<file path="src/hdl/spi_port_pkg.sv">
// Package for the SPI master/slave port: register map, field positions,
// reset values and the pin carrier struct.
// Assumes a 32-bit AXI4-Lite bus with byte addresses.
package spi_port_pkg;

	// ----------------------------------------------------------------
	// Register map
	// ----------------------------------------------------------------
	localparam logic [3:0] CTRL_OFFSET   = 4'h0;
	localparam logic [3:0] STATUS_OFFSET = 4'h4;
	localparam logic [3:0] DATA_OFFSET   = 4'h8;
	localparam logic [3:0] PINS_OFFSET   = 4'hC;

	localparam logic [7:0] CTRL_RESET   = 8'h00;
	localparam logic [7:0] STATUS_RESET = 8'h00;
	localparam logic [7:0] PINS_RESET   = 8'h00;

	// ----------------------------------------------------------------
	// Control fields
	// ----------------------------------------------------------------
	localparam int IRQ_ENABLE_BIT    = 7;
	localparam int PORT_ENABLE_BIT   = 6;
	localparam int BIT_ORDER_BIT     = 5;
	localparam int MASTER_SELECT_BIT = 4;
	localparam int CLOCK_POL_BIT     = 3;
	localparam int CLOCK_PHASE_BIT   = 2;
	localparam int RATE_HI_BIT       = 1;
	localparam int RATE_LO_BIT       = 0;

	// ----------------------------------------------------------------
	// Status fields
	// ----------------------------------------------------------------
	localparam int DONE_FLAG_BIT      = 7;
	localparam int COLLISION_FLAG_BIT = 6;
	localparam int DOUBLE_RATE_BIT    = 0;

	// ----------------------------------------------------------------
	// Pin direction fields (user-defined directions) and the select output level
	// ----------------------------------------------------------------
	localparam int PIN_MOSI_DIR = 0;
	localparam int PIN_MISO_DIR = 1;
	localparam int PIN_SCK_DIR  = 2;
	localparam int PIN_SEL_DIR  = 3;
	localparam int PIN_SEL_OUT  = 4;

	localparam int BYTE_BITS = 8;

	// Half SCK period in system clocks, index {double, hi, lo}
	localparam logic [6:0] HALF_DIV_000 = 7'd2;
	localparam logic [6:0] HALF_DIV_001 = 7'd8;
	localparam logic [6:0] HALF_DIV_010 = 7'd32;
	localparam logic [6:0] HALF_DIV_011 = 7'd64;
	localparam logic [6:0] HALF_DIV_100 = 7'd1;
	localparam logic [6:0] HALF_DIV_101 = 7'd4;
	localparam logic [6:0] HALF_DIV_110 = 7'd16;
	localparam logic [6:0] HALF_DIV_111 = 7'd32;

	localparam logic [1:0] RESP_OKAY   = 2'b00;
	localparam logic [1:0] RESP_SLVERR = 2'b10;

	typedef struct packed {
		logic mosi;
		logic miso;
		logic sck;
		logic sel;
	} spi_pins_s;

endpackage

</file>
<file path="src/hdl/spi_master_slave_port.sv">
// SPI master/slave port with control, status, data and pin-direction
// registers on an AXI4-Lite slave.
// Assumes pin inputs are asynchronous; pad wires are resolved outside.
//
// Functional notes
// - Slave deselected: passive, logic reset, byte dropped.
// - Slave selected: active, MISO driven if configured.
// - Master select output is plain output.
// - Master select input low forces slave mode.
// - Mastership loss sets transfer-done flag.
// - Interrupt needs enable, done flag, global enable.
// - No operation unless port enabled.
// - Bit order one shifts LSB first.
// - Master bit selects master or slave.
// - Polarity sets SCK idle level.
// - Phase picks sample and setup edges.
// - Master SCK divider from rate bits.
// - Done flag set at byte end.
// - Done cleared by vector or status-data sequence.
// - Data write during transfer sets collision.
// - Status read then data access clears flags.
// - Status bits five to one read zero.
// - Double rate halves master divider.
// - Data write starts; read returns receive buffer.
// - Shift and capture on opposite edges.
// - Master transfer is eight bits exactly.
// - Single transmit buffer, double receive buffer.
`timescale 1ns/1ps

module spi_master_slave_port
	import spi_port_pkg::*;
(
	input  wire logic              sys_clk,
	input  wire logic              rst_b,
	// AXI4-Lite slave
	input  wire logic [3:0]        s_axi_awaddr,
	input  wire logic              s_axi_awvalid,
	output logic                   s_axi_awready,
	input  wire logic [31:0]       s_axi_wdata,
	input  wire logic [3:0]        s_axi_wstrb,
	input  wire logic              s_axi_wvalid,
	output logic                   s_axi_wready,
	output logic [1:0]             s_axi_bresp,
	output logic                   s_axi_bvalid,
	input  wire logic              s_axi_bready,
	input  wire logic [3:0]        s_axi_araddr,
	input  wire logic              s_axi_arvalid,
	output logic                   s_axi_arready,
	output logic [31:0]            s_axi_rdata,
	output logic [1:0]             s_axi_rresp,
	output logic                   s_axi_rvalid,
	input  wire logic              s_axi_rready,
	// Processor side
	input  wire logic              globalIrqEnable,
	input  wire logic              vectorTaken,
	output logic                   irqReq,
	// Pins
	input  wire spi_port_pkg::spi_pins_s pinIn,
	output spi_port_pkg::spi_pins_s      pinOut,
	output spi_port_pkg::spi_pins_s      pinOe
);
	import spi_port_pkg::*;

	typedef enum {IDLE, RUN} xfer_e;

	// ----------------------------------------------------------------
	// Registers and pin synchronisers
	// ----------------------------------------------------------------
	logic [7:0] ctrl_q;
	logic       doneFlag_q;
	logic       collFlag_q;
	logic       dblRate_q;
	logic [4:0] pinCfg_q;
	logic [7:0] shift_q;
	logic [7:0] rxBuf_q;
	logic [2:0] bitCnt_q;
	logic       edgeHalf_q;
	logic [6:0] divCnt_q;
	logic       sckOut_q;
	logic       sampled_q;
	logic       statusArmed_q;
	xfer_e      state_q;
	spi_pins_s  sync1_q;
	spi_pins_s  sync2_q;
	logic       sckPrev_q;
	logic [7:0] rxShift_q;
	logic [1:0] sampPipe_q;
	logic [1:0] endPipe_q;

	always_ff @(posedge sys_clk) begin
		if (!rst_b) begin
			sync1_q   <= '0;
			sync2_q   <= '0;
			sckPrev_q <= 1'b0;
		end else begin
			sync1_q   <= pinIn;
			sync2_q   <= sync1_q;
			sckPrev_q <= sync2_q.sck;
		end
	end

	logic enable;
	logic master;
	logic lsbFirst;
	logic clock_idle_polarity;
	logic clock_sample_phase;
	assign enable   = ctrl_q[PORT_ENABLE_BIT];
	assign master   = ctrl_q[MASTER_SELECT_BIT];
	assign lsbFirst = ctrl_q[BIT_ORDER_BIT];
	assign clock_idle_polarity     = ctrl_q[CLOCK_POL_BIT];
	assign clock_sample_phase     = ctrl_q[CLOCK_PHASE_BIT];

	// ----------------------------------------------------------------
	// Bus decode
	// ----------------------------------------------------------------
	logic wrFire;
	logic rdFire;
	logic [3:0] wrAddr;
	assign s_axi_awready = s_axi_awvalid && s_axi_wvalid && !s_axi_bvalid;
	assign s_axi_wready  = s_axi_awready;
	assign wrFire        = s_axi_awready;
	assign wrAddr        = s_axi_awaddr;
	assign s_axi_arready = s_axi_arvalid && !s_axi_rvalid;
	assign rdFire        = s_axi_arready;

	logic wrLane0;
	assign wrLane0 = wrFire && s_axi_wstrb[0];
	logic wrCtrl;
	logic wrStatus;
	logic wrData;
	logic wrPins;
	logic rdStatus;
	logic rdData;
	assign wrCtrl   = wrLane0 && wrAddr == CTRL_OFFSET;
	assign wrStatus = wrLane0 && wrAddr == STATUS_OFFSET;
	assign wrData   = wrLane0 && wrAddr == DATA_OFFSET;
	assign wrPins   = wrLane0 && wrAddr == PINS_OFFSET;
	assign rdStatus = rdFire && s_axi_araddr == STATUS_OFFSET;
	assign rdData   = rdFire && s_axi_araddr == DATA_OFFSET;

	function automatic logic mapped(input logic [3:0] a);
		return a == CTRL_OFFSET || a == STATUS_OFFSET
			|| a == DATA_OFFSET || a == PINS_OFFSET;
	endfunction

	// ----------------------------------------------------------------
	// Slave select and mode decisions
	// ----------------------------------------------------------------
	logic selLow;
	logic selIsInput;
	logic modeFault;
	logic slaveActive;
	assign selLow      = !sync2_q.sel;
	assign selIsInput  = !pinCfg_q[PIN_SEL_DIR];
	// Output-configured select pin is ignored for the mode fault
	assign modeFault   = enable && master && selIsInput && selLow;
	assign slaveActive = enable && !master && selLow;

	// Slave SCK edges; leading edge rises when polarity is zero
	logic sckRise;
	logic sckFall;
	logic slvLead;
	logic slvTrail;
	assign sckRise  = sync2_q.sck && !sckPrev_q;
	assign sckFall  = !sync2_q.sck && sckPrev_q;
	assign slvLead  = slaveActive && (clock_idle_polarity ? sckFall : sckRise);
	assign slvTrail = slaveActive && (clock_idle_polarity ? sckRise : sckFall);

	// ----------------------------------------------------------------
	// Master clock generator
	// ----------------------------------------------------------------
	function automatic logic [6:0] halfDiv(input logic [2:0] sel);
		case (sel)
			3'b000:  return HALF_DIV_000;
			3'b001:  return HALF_DIV_001;
			3'b010:  return HALF_DIV_010;
			3'b011:  return HALF_DIV_011;
			3'b100:  return HALF_DIV_100;
			3'b101:  return HALF_DIV_101;
			3'b110:  return HALF_DIV_110;
			default: return HALF_DIV_111;
		endcase
	endfunction

	logic [6:0] halfLen;
	logic       mstTick;
	logic       mstRun;
	assign halfLen = halfDiv({dblRate_q, ctrl_q[RATE_HI_BIT], ctrl_q[RATE_LO_BIT]});
	assign mstRun  = state_q == RUN && master && enable;
	assign mstTick = mstRun && divCnt_q == halfLen - 7'd1;

	logic lead;
	logic trail;
	assign lead  = mstRun ? (mstTick && !edgeHalf_q) : slvLead;
	assign trail = mstRun ? (mstTick && edgeHalf_q) : slvTrail;

	logic sampleEdge;
	logic setupEdge;
	assign sampleEdge = clock_sample_phase ? trail : lead;
	assign setupEdge  = clock_sample_phase ? lead : trail;

	// Master reads the synchronised MISO two clocks after its sample edge,
	// so the pin synchroniser lag never picks up the next bit
	logic capBit;
	logic serOut;
	assign capBit = master ? sync2_q.miso : sync2_q.mosi;
	assign serOut = lsbFirst ? shift_q[0] : shift_q[7];

	logic lastBit;
	logic lastEdge;
	logic byteDone;
	logic capture;
	assign lastBit  = bitCnt_q == 3'(BYTE_BITS - 1);
	// Byte ends at the trailing edge of the eighth bit
	assign lastEdge = trail && lastBit && (clock_sample_phase || sampled_q);
	assign byteDone = master ? endPipe_q[1] : lastEdge;
	assign capture  = master ? sampPipe_q[1] : sampleEdge;

	function automatic logic [7:0] shiftIn(input logic [7:0] v, input logic b,
		input logic lsb);
		return lsb ? {b, v[7:1]} : {v[6:0], b};
	endfunction

	logic busy;
	assign busy = state_q == RUN || sampPipe_q != 2'b00 || endPipe_q != 2'b00
		|| (slaveActive && (bitCnt_q != 3'd0 || sampled_q));

	// ----------------------------------------------------------------
	// Transfer engine
	// ----------------------------------------------------------------
	always_ff @(posedge sys_clk) begin
		if (!rst_b) begin
			state_q    <= IDLE;
			divCnt_q   <= '0;
			edgeHalf_q <= 1'b0;
			sckOut_q   <= 1'b0;
		end else if (!enable || modeFault || !master) begin
			state_q    <= IDLE;
			divCnt_q   <= '0;
			edgeHalf_q <= 1'b0;
			sckOut_q   <= clock_idle_polarity;
		end else if (state_q == IDLE) begin
			sckOut_q   <= clock_idle_polarity;
			divCnt_q   <= '0;
			edgeHalf_q <= 1'b0;
			if (wrData) begin
				state_q <= RUN;
			end
		end else begin
			divCnt_q <= mstTick ? 7'd0 : divCnt_q + 7'd1;
			if (mstTick) begin
				edgeHalf_q <= !edgeHalf_q;
				sckOut_q   <= !sckOut_q;
				if (lastEdge) begin
					state_q  <= IDLE;
					sckOut_q <= clock_idle_polarity;
				end
			end
		end
	end

	// Receive shifter and buffer, with the master's delayed capture
	always_ff @(posedge sys_clk) begin
		if (!rst_b) begin
			rxShift_q  <= '0;
			rxBuf_q    <= '0;
			sampPipe_q <= '0;
			endPipe_q  <= '0;
		end else begin
			if (!enable || modeFault) begin
				sampPipe_q <= '0;
				endPipe_q  <= '0;
			end else begin
				sampPipe_q <= {sampPipe_q[0], mstRun && sampleEdge};
				endPipe_q  <= {endPipe_q[0], mstRun && lastEdge};
			end
			if (capture) begin
				rxShift_q <= shiftIn(rxShift_q, capBit, lsbFirst);
			end
			if (byteDone) begin
				rxBuf_q <= capture ? shiftIn(rxShift_q, capBit, lsbFirst) : rxShift_q;
			end
		end
	end

	// Transmit shifter and bit counter; output moves only on setup edges
	always_ff @(posedge sys_clk) begin
		if (!rst_b) begin
			shift_q   <= '0;
			bitCnt_q  <= '0;
			sampled_q <= 1'b0;
		end else if (!enable || (!master && !selLow)) begin
			bitCnt_q  <= '0;
			sampled_q <= 1'b0;
			if (wrData && enable) begin
				shift_q <= s_axi_wdata[7:0];
			end
		end else if (wrData && !busy) begin
			shift_q   <= s_axi_wdata[7:0];
			bitCnt_q  <= '0;
			sampled_q <= 1'b0;
		end else begin
			if (sampleEdge) begin
				sampled_q <= 1'b1;
			end
			if (setupEdge && sampled_q) begin
				sampled_q <= 1'b0;
				bitCnt_q  <= bitCnt_q + 3'd1;
				shift_q   <= lsbFirst ? {1'b0, shift_q[7:1]} : {shift_q[6:0], 1'b0};
			end
			if (lastEdge) begin
				sampled_q <= 1'b0;
				bitCnt_q  <= '0;
			end
		end
	end

	// Serial output holds the bit under the sampling cursor
	logic misoBit;
	logic mosiBit;
	assign misoBit = serOut;
	assign mosiBit = serOut;

	// ----------------------------------------------------------------
	// Registers written by software, flags set by hardware
	// ----------------------------------------------------------------
	always_ff @(posedge sys_clk) begin
		if (!rst_b) begin
			ctrl_q <= CTRL_RESET;
		end else if (wrCtrl) begin
			ctrl_q <= s_axi_wdata[7:0];
		end else if (modeFault) begin
			ctrl_q[MASTER_SELECT_BIT] <= 1'b0;
		end
	end

	always_ff @(posedge sys_clk) begin
		if (!rst_b) begin
			dblRate_q <= STATUS_RESET[DOUBLE_RATE_BIT];
			pinCfg_q  <= PINS_RESET[4:0];
		end else begin
			if (wrStatus) begin
				dblRate_q <= s_axi_wdata[DOUBLE_RATE_BIT];
			end
			if (wrPins) begin
				pinCfg_q <= s_axi_wdata[4:0];
			end
		end
	end

	// Armed by a status read that saw a flag; any data access then clears
	logic dataAccess;
	logic seqClear;
	assign dataAccess = wrData || rdData;
	assign seqClear   = dataAccess && statusArmed_q;

	always_ff @(posedge sys_clk) begin
		if (!rst_b) begin
			statusArmed_q <= 1'b0;
		end else if (rdStatus) begin
			statusArmed_q <= doneFlag_q || collFlag_q;
		end else if (dataAccess) begin
			statusArmed_q <= 1'b0;
		end
	end

	// Set wins over clear in the same cycle
	always_ff @(posedge sys_clk) begin
		if (!rst_b) begin
			doneFlag_q <= STATUS_RESET[DONE_FLAG_BIT];
			collFlag_q <= STATUS_RESET[COLLISION_FLAG_BIT];
		end else begin
			if (byteDone || modeFault) begin
				doneFlag_q <= 1'b1;
			end else if (seqClear || vectorTaken) begin
				doneFlag_q <= 1'b0;
			end
			if (wrData && busy) begin
				collFlag_q <= 1'b1;
			end else if (seqClear) begin
				collFlag_q <= 1'b0;
			end
		end
	end

	assign irqReq = ctrl_q[IRQ_ENABLE_BIT] && doneFlag_q && globalIrqEnable;

	// ----------------------------------------------------------------
	// Pin drive
	// ----------------------------------------------------------------
	logic mstPins;
	assign mstPins = enable && master;

	always_comb begin
		pinOut      = '0;
		pinOe       = '0;
		pinOut.mosi = mosiBit;
		pinOut.miso = misoBit;
		pinOut.sck  = sckOut_q;
		pinOut.sel  = pinCfg_q[PIN_SEL_OUT];
		pinOe.sel   = pinCfg_q[PIN_SEL_DIR] && (!enable || master);
		if (mstPins) begin
			pinOe.mosi = pinCfg_q[PIN_MOSI_DIR];
			pinOe.sck  = pinCfg_q[PIN_SCK_DIR];
		end else if (slaveActive) begin
			pinOe.miso = pinCfg_q[PIN_MISO_DIR];
		end
	end

	// ----------------------------------------------------------------
	// AXI4-Lite responses
	// ----------------------------------------------------------------
	logic [7:0] rdByte;
	always_comb begin
		case (s_axi_araddr)
			CTRL_OFFSET:   rdByte = ctrl_q;
			STATUS_OFFSET: rdByte = {doneFlag_q, collFlag_q, 5'b00000, dblRate_q};
			DATA_OFFSET:   rdByte = rxBuf_q;
			PINS_OFFSET:   rdByte = {3'b000, pinCfg_q};
			default:       rdByte = 8'h00;
		endcase
	end

	always_ff @(posedge sys_clk) begin
		if (!rst_b) begin
			s_axi_bvalid <= 1'b0;
			s_axi_bresp  <= RESP_OKAY;
		end else if (wrFire) begin
			s_axi_bvalid <= 1'b1;
			s_axi_bresp  <= mapped(wrAddr) ? RESP_OKAY : RESP_SLVERR;
		end else if (s_axi_bready) begin
			s_axi_bvalid <= 1'b0;
		end
	end

	always_ff @(posedge sys_clk) begin
		if (!rst_b) begin
			s_axi_rvalid <= 1'b0;
			s_axi_rdata  <= '0;
			s_axi_rresp  <= RESP_OKAY;
		end else if (rdFire) begin
			s_axi_rvalid <= 1'b1;
			s_axi_rdata  <= {24'h000000, rdByte};
			s_axi_rresp  <= mapped(s_axi_araddr) ? RESP_OKAY : RESP_SLVERR;
		end else if (s_axi_rready) begin
			s_axi_rvalid <= 1'b0;
		end
	end

endmodule

</file>
<file path="config.mk">
export PLATFORM = sky130hd
export DESIGN_NAME = spi_master_slave_port
export DESIGN_NICKNAME = d
export VERILOG_FILES = /design/src/hdl/spi_port_pkg.sv /design/src/hdl/spi_master_slave_port.sv
export SDC_FILE = /design/constraint.sdc
export NUM_CORES = 1
export LEC_CHECK = 0
export BUFFER_PORTS_ARGS = -buffer_cell sky130_fd_sc_hd__clkbuf_2
export CORE_MARGIN = 3
export CORE_UTILIZATION = 53
export CTS_CLUSTER_DIAMETER = 60
export DETAILED_ROUTE_END_ITERATION = 7
export PLACE_DENSITY = 0.77
export SETUP_SLACK_MARGIN = 0.4
export SLEW_MARGIN = 25
export SYNTH_ARGS = -nofsm -noshare
export SYNTH_HDL_FRONTEND = slang
export SYNTH_SLANG_ARGS = --single-unit
</file>
<file path="constraint.sdc">
create_clock -name sys_clk -period 2.8 [get_ports sys_clk]
set_input_delay 0.14 -clock sys_clk [delete_from_list [all_inputs] [get_ports sys_clk]]
set_output_delay 0.14 -clock sys_clk [all_outputs]
set_load 0.01 [all_outputs]
</file>
==> impl_metrics.py <==
metrics = {
    "run_status": {
        "status": "finished, final reports clean",
    },
    "synthesis": {
        "synth_warnings": 0,
        "yosysSeqAreaShare": 0.377,
        "ys_ff_latch": 80,
        "synth_async_sr_flop_share": 0,
        "netlist_area_um2": 4250,
        "synth_edf_count": 0,
        "avgSynthCellArea_um2": 8.93,
        "yosys_most_used_dff": "dfxtp_1",
        "syn_inst": 476,
        "synthDistinctLibCells": 63,
    },
    "timing": {
        "hold_viol_final": 0,
        "slew_headroom": 0.553,
        "fmax_ghz": 0.435,
        "worstMarginPinSlew_ns": 0.668,
        "drv_slew": 0,
        "setup_tns_ns": 0,
        "clock_skew_ns": 0.00706,
        "finalCritPeriodShare": 0.822,
        "period_needed_ns": 2.30,
        "fin_ws_ns": 0.499,
        "holdWs_ns": 0.0528,
        "finalSetupViolations": 0,
        "rsz0062_at_grt": "false",
    },
    "drt": {
        "post_drt_via_cell_ratio": 5.46,
        "wl_per_cell_um": 14.7,
        "drt_iter0_markers": 280,
        "wirelength_mm": 9.26,
        "postRouteAntennaNets": 0,
        "vias": 3427,
        "first_pass_iters": 4,
        "drc": 0,
    },
    "pwr": {
        "p_leak_uw": 0.00192,
        "p_per_area_nw_per_um2": 429,
        "peakVddDrop_v": 0.000294,
    },
    "placement": {
        "place_area_um2": 4440,
        "dp_slack_ns": 0.388,
        "gp_congestion": 0.862,
        "portBuffers": 53,
        "dp_cells": 606,
        "post-dp-hpwl_mm": 6.85,
    },
    "floorplan": {
        "fp.dieW_um": 95.6,
        "ios": 107,
        "num_rows": 32,
        "core-area_um2": 7770,
        "die-area_um2": 9130,
        "die_y_um": 95.6,
        "start_util": 0.548,
    },
    "worst_setup_path": {
        "r2r_end": "rxBuf_q[2]",
        "endpoint_kind": "register",
        "crit_fanout": 8,
        "rr_worst_depth": 6,
        "crit_arrival_ns": 2.53,
        "required_ns": 3.03,
        "startpoint": "ctrl_q[4]",
        "path_class": "register to register",
        "crit_path_start_kind": "register",
        "rrSetupSlack_ns": 0.50,
        "r2r_start": "ctrl_q[4]",
    },
    "global_route": {
        "grt_pass1_wl_mm": 14.9,
        "grt_util_all_layers": 0.207,
        "grt_max_degree": 39,
        "grt_pass1_vias": 3184,
        "antenna_found_initial": 0,
        "grt-ovfl-total": 0,
    },
    "hold_path": {
        "hold-path-endpoint": "ctrl_q[5]",
        "hold_path_depth": 3,
        "hold_class": "primary input to register",
        "min_from": "s_axi_wdata[5]",
    },
    "finish": {
        "instances_no_fill": 628,
        "regArea_um2": 1600,
        "antenna_cells": 0,
        "drive_gt1_frac": 0.207,
        "area_growth_syn_to_layout_pct": 10.4,
        "finalInstanceArea_um2": 4690,
        "multi_input_area_um2": 2340,
        "fin_nets": 582,
        "fillers": 672,
    },
    "clocking": {
        "cts_tree": "done",
        "numCtsBuffers": 9,
        "clock_path_buffers": 2,
        "cts_sinks": 80,
        "cts-root-buf": "clkbuf_8",
        "insertion_delay_ns": 0.35,
        "clk_pin_slew_ns": 0.07,
        "htree_levels": 3,
    },
    "run": {
        "cap_violations": 0,
    },
}
==> synth_stat cells (4+ instances only) <==
master / instances / area, um^2
a211oi_1: 5 / 37.5
a21oi_1: 12 / 60.1
a22oi_1: 7 / 52.6
and2_1: 20 / 125
and3_1: 5 / 31.3
and3b_1: 6 / 52.6
buf_2: 6 / 30.0
buf_4: 31 / 233
clkbuf_1: 17 / 63.8
dfxtp_1: 80 / 1600
ha_1: 4 / 50.1
inv_1: 13 / 48.8
mux2_2: 10 / 113
mux2i_1: 51 / 510
nand2_1: 32 / 120
nand2b_1: 4 / 25.0
nand3_1: 8 / 40.0
nor2_1: 60 / 225
nor2b_1: 5 / 31.3
nor3b_1: 5 / 37.5
o211ai_1: 14 / 105
o21ai_0: 15 / 75.1
o21ai_1: 5 / 25.0
xnor2_1: 5 / 43.8
==> stage by stage <==
| step | utilization | total power (uW) |
|---|---|---|
| after floorplan | - | 1280 |
| after global placement | 0.572 | 1300 |
| after detailed placement | 0.572 | 1300 |
| after CTS | 0.599 | 2030 |
| after global routing | 0.604 | 2090 |
| final | 0.604 | 2010 |
==> critical path: stages, from the launching register on <==
cell and delay, ns:
dfxtp_1 0.37, nor3b_2 0.48, o21ai_1 0.21, o211ai_2 0.50, mux2_2 0.41, mux2i_1 0.14, nor2_1 0.05
==> sequential cells by signal, summed over array words and instances (netlist names), 2 cells and up <==
register,cells
ctrl_q,8
rxBuf_q,8
rxShift_q,8
s_axi_rdata,8
shift_q,8
divCnt_q,7
pinCfg_q,5
sync1_q,4
sync2_q,4
bitCnt_q,3
endPipe_q,2
sampPipe_q,2
==> placed cells by master (no fill, tap or decap), types with 5 or more instances in the layout <==
master and instances:
dfxtp_1 79, mux2_2 10, xnor2_1 5, nand3_1 8
conb_1 26, buf_4 11, nor3b_1 5, a21oi_1 12
o21ai_0 14, clkbuf_2 53, and2_1 20, nor2_1 60
nand2_1 32, o21ai_1 6, a22oi_1 7, nor2b_1 5
clkbuf_8 9, o211ai_1 14, and3_1 5, and3b_1 6
mux2i_1 51, inv_1 13, a211oi_1 5
==> power breakdown <==
group / switching [uW] / internal, uW / leakage (uW)
logic: 79.1 / 46.9 / 0.00119
registers: 7.13 / 1150 / 0.000647
clock network: 412 / 321 / 0.0000793
==> how the worst max path moves through the flow <==
stage | to | cells past startpoint
after CTS | bitCnt_q[0] | 6
after global routing | rxBuf_q[3] | 6
final | rxBuf_q[2] | 6
after floorplan | shift_q[0] | 8
after global placement | bitCnt_q[2] | 6
after detailed placement | bitCnt_q[0] | 6
==> metal layers <==
layer,part of all wire,vias to the layer above,GRT usage
li1,-,1692,-
met1,0.46,1600,0.273
met2,0.45,122,0.335
met3,0.077,13,0.0537
met4,0.012,0,0.0557
met5,0,-,0
==> layout make-up <==
cell class	instances	share of cell area
clock buffers	11	0.0280
inverters	13	0.0104
well taps	102	0.0272
multi-input cells	348	0.499
clock inverters	5	0.00720
flip-flops and latches	80	0.342
repair buffers	69	0.0869
==> cell families after synthesis <==
group                      Yosys count  share of synthesized area
xor gates and xnor gates             6                     0.0124
DFF                                 80                      0.377
buffers and inverters               73                     0.0989
adders and majority gates            4                     0.0118
muxes                               62                      0.153
AOI/OAI and AO/OA                   83                      0.143
other                                1                   0.000882
and+or+nand+nor                    167                      0.204
==> what timing repair did <==
item,CTS,global route
setup endpoints to repair,3,13
resized for setup,1,4
hold endpoints to repair,4,0
hold buffers,4,0
setup buffers,0,2
cloned,0,0
pin swaps,0,2
Note: power is estimated with default switching activity, not from simulation.
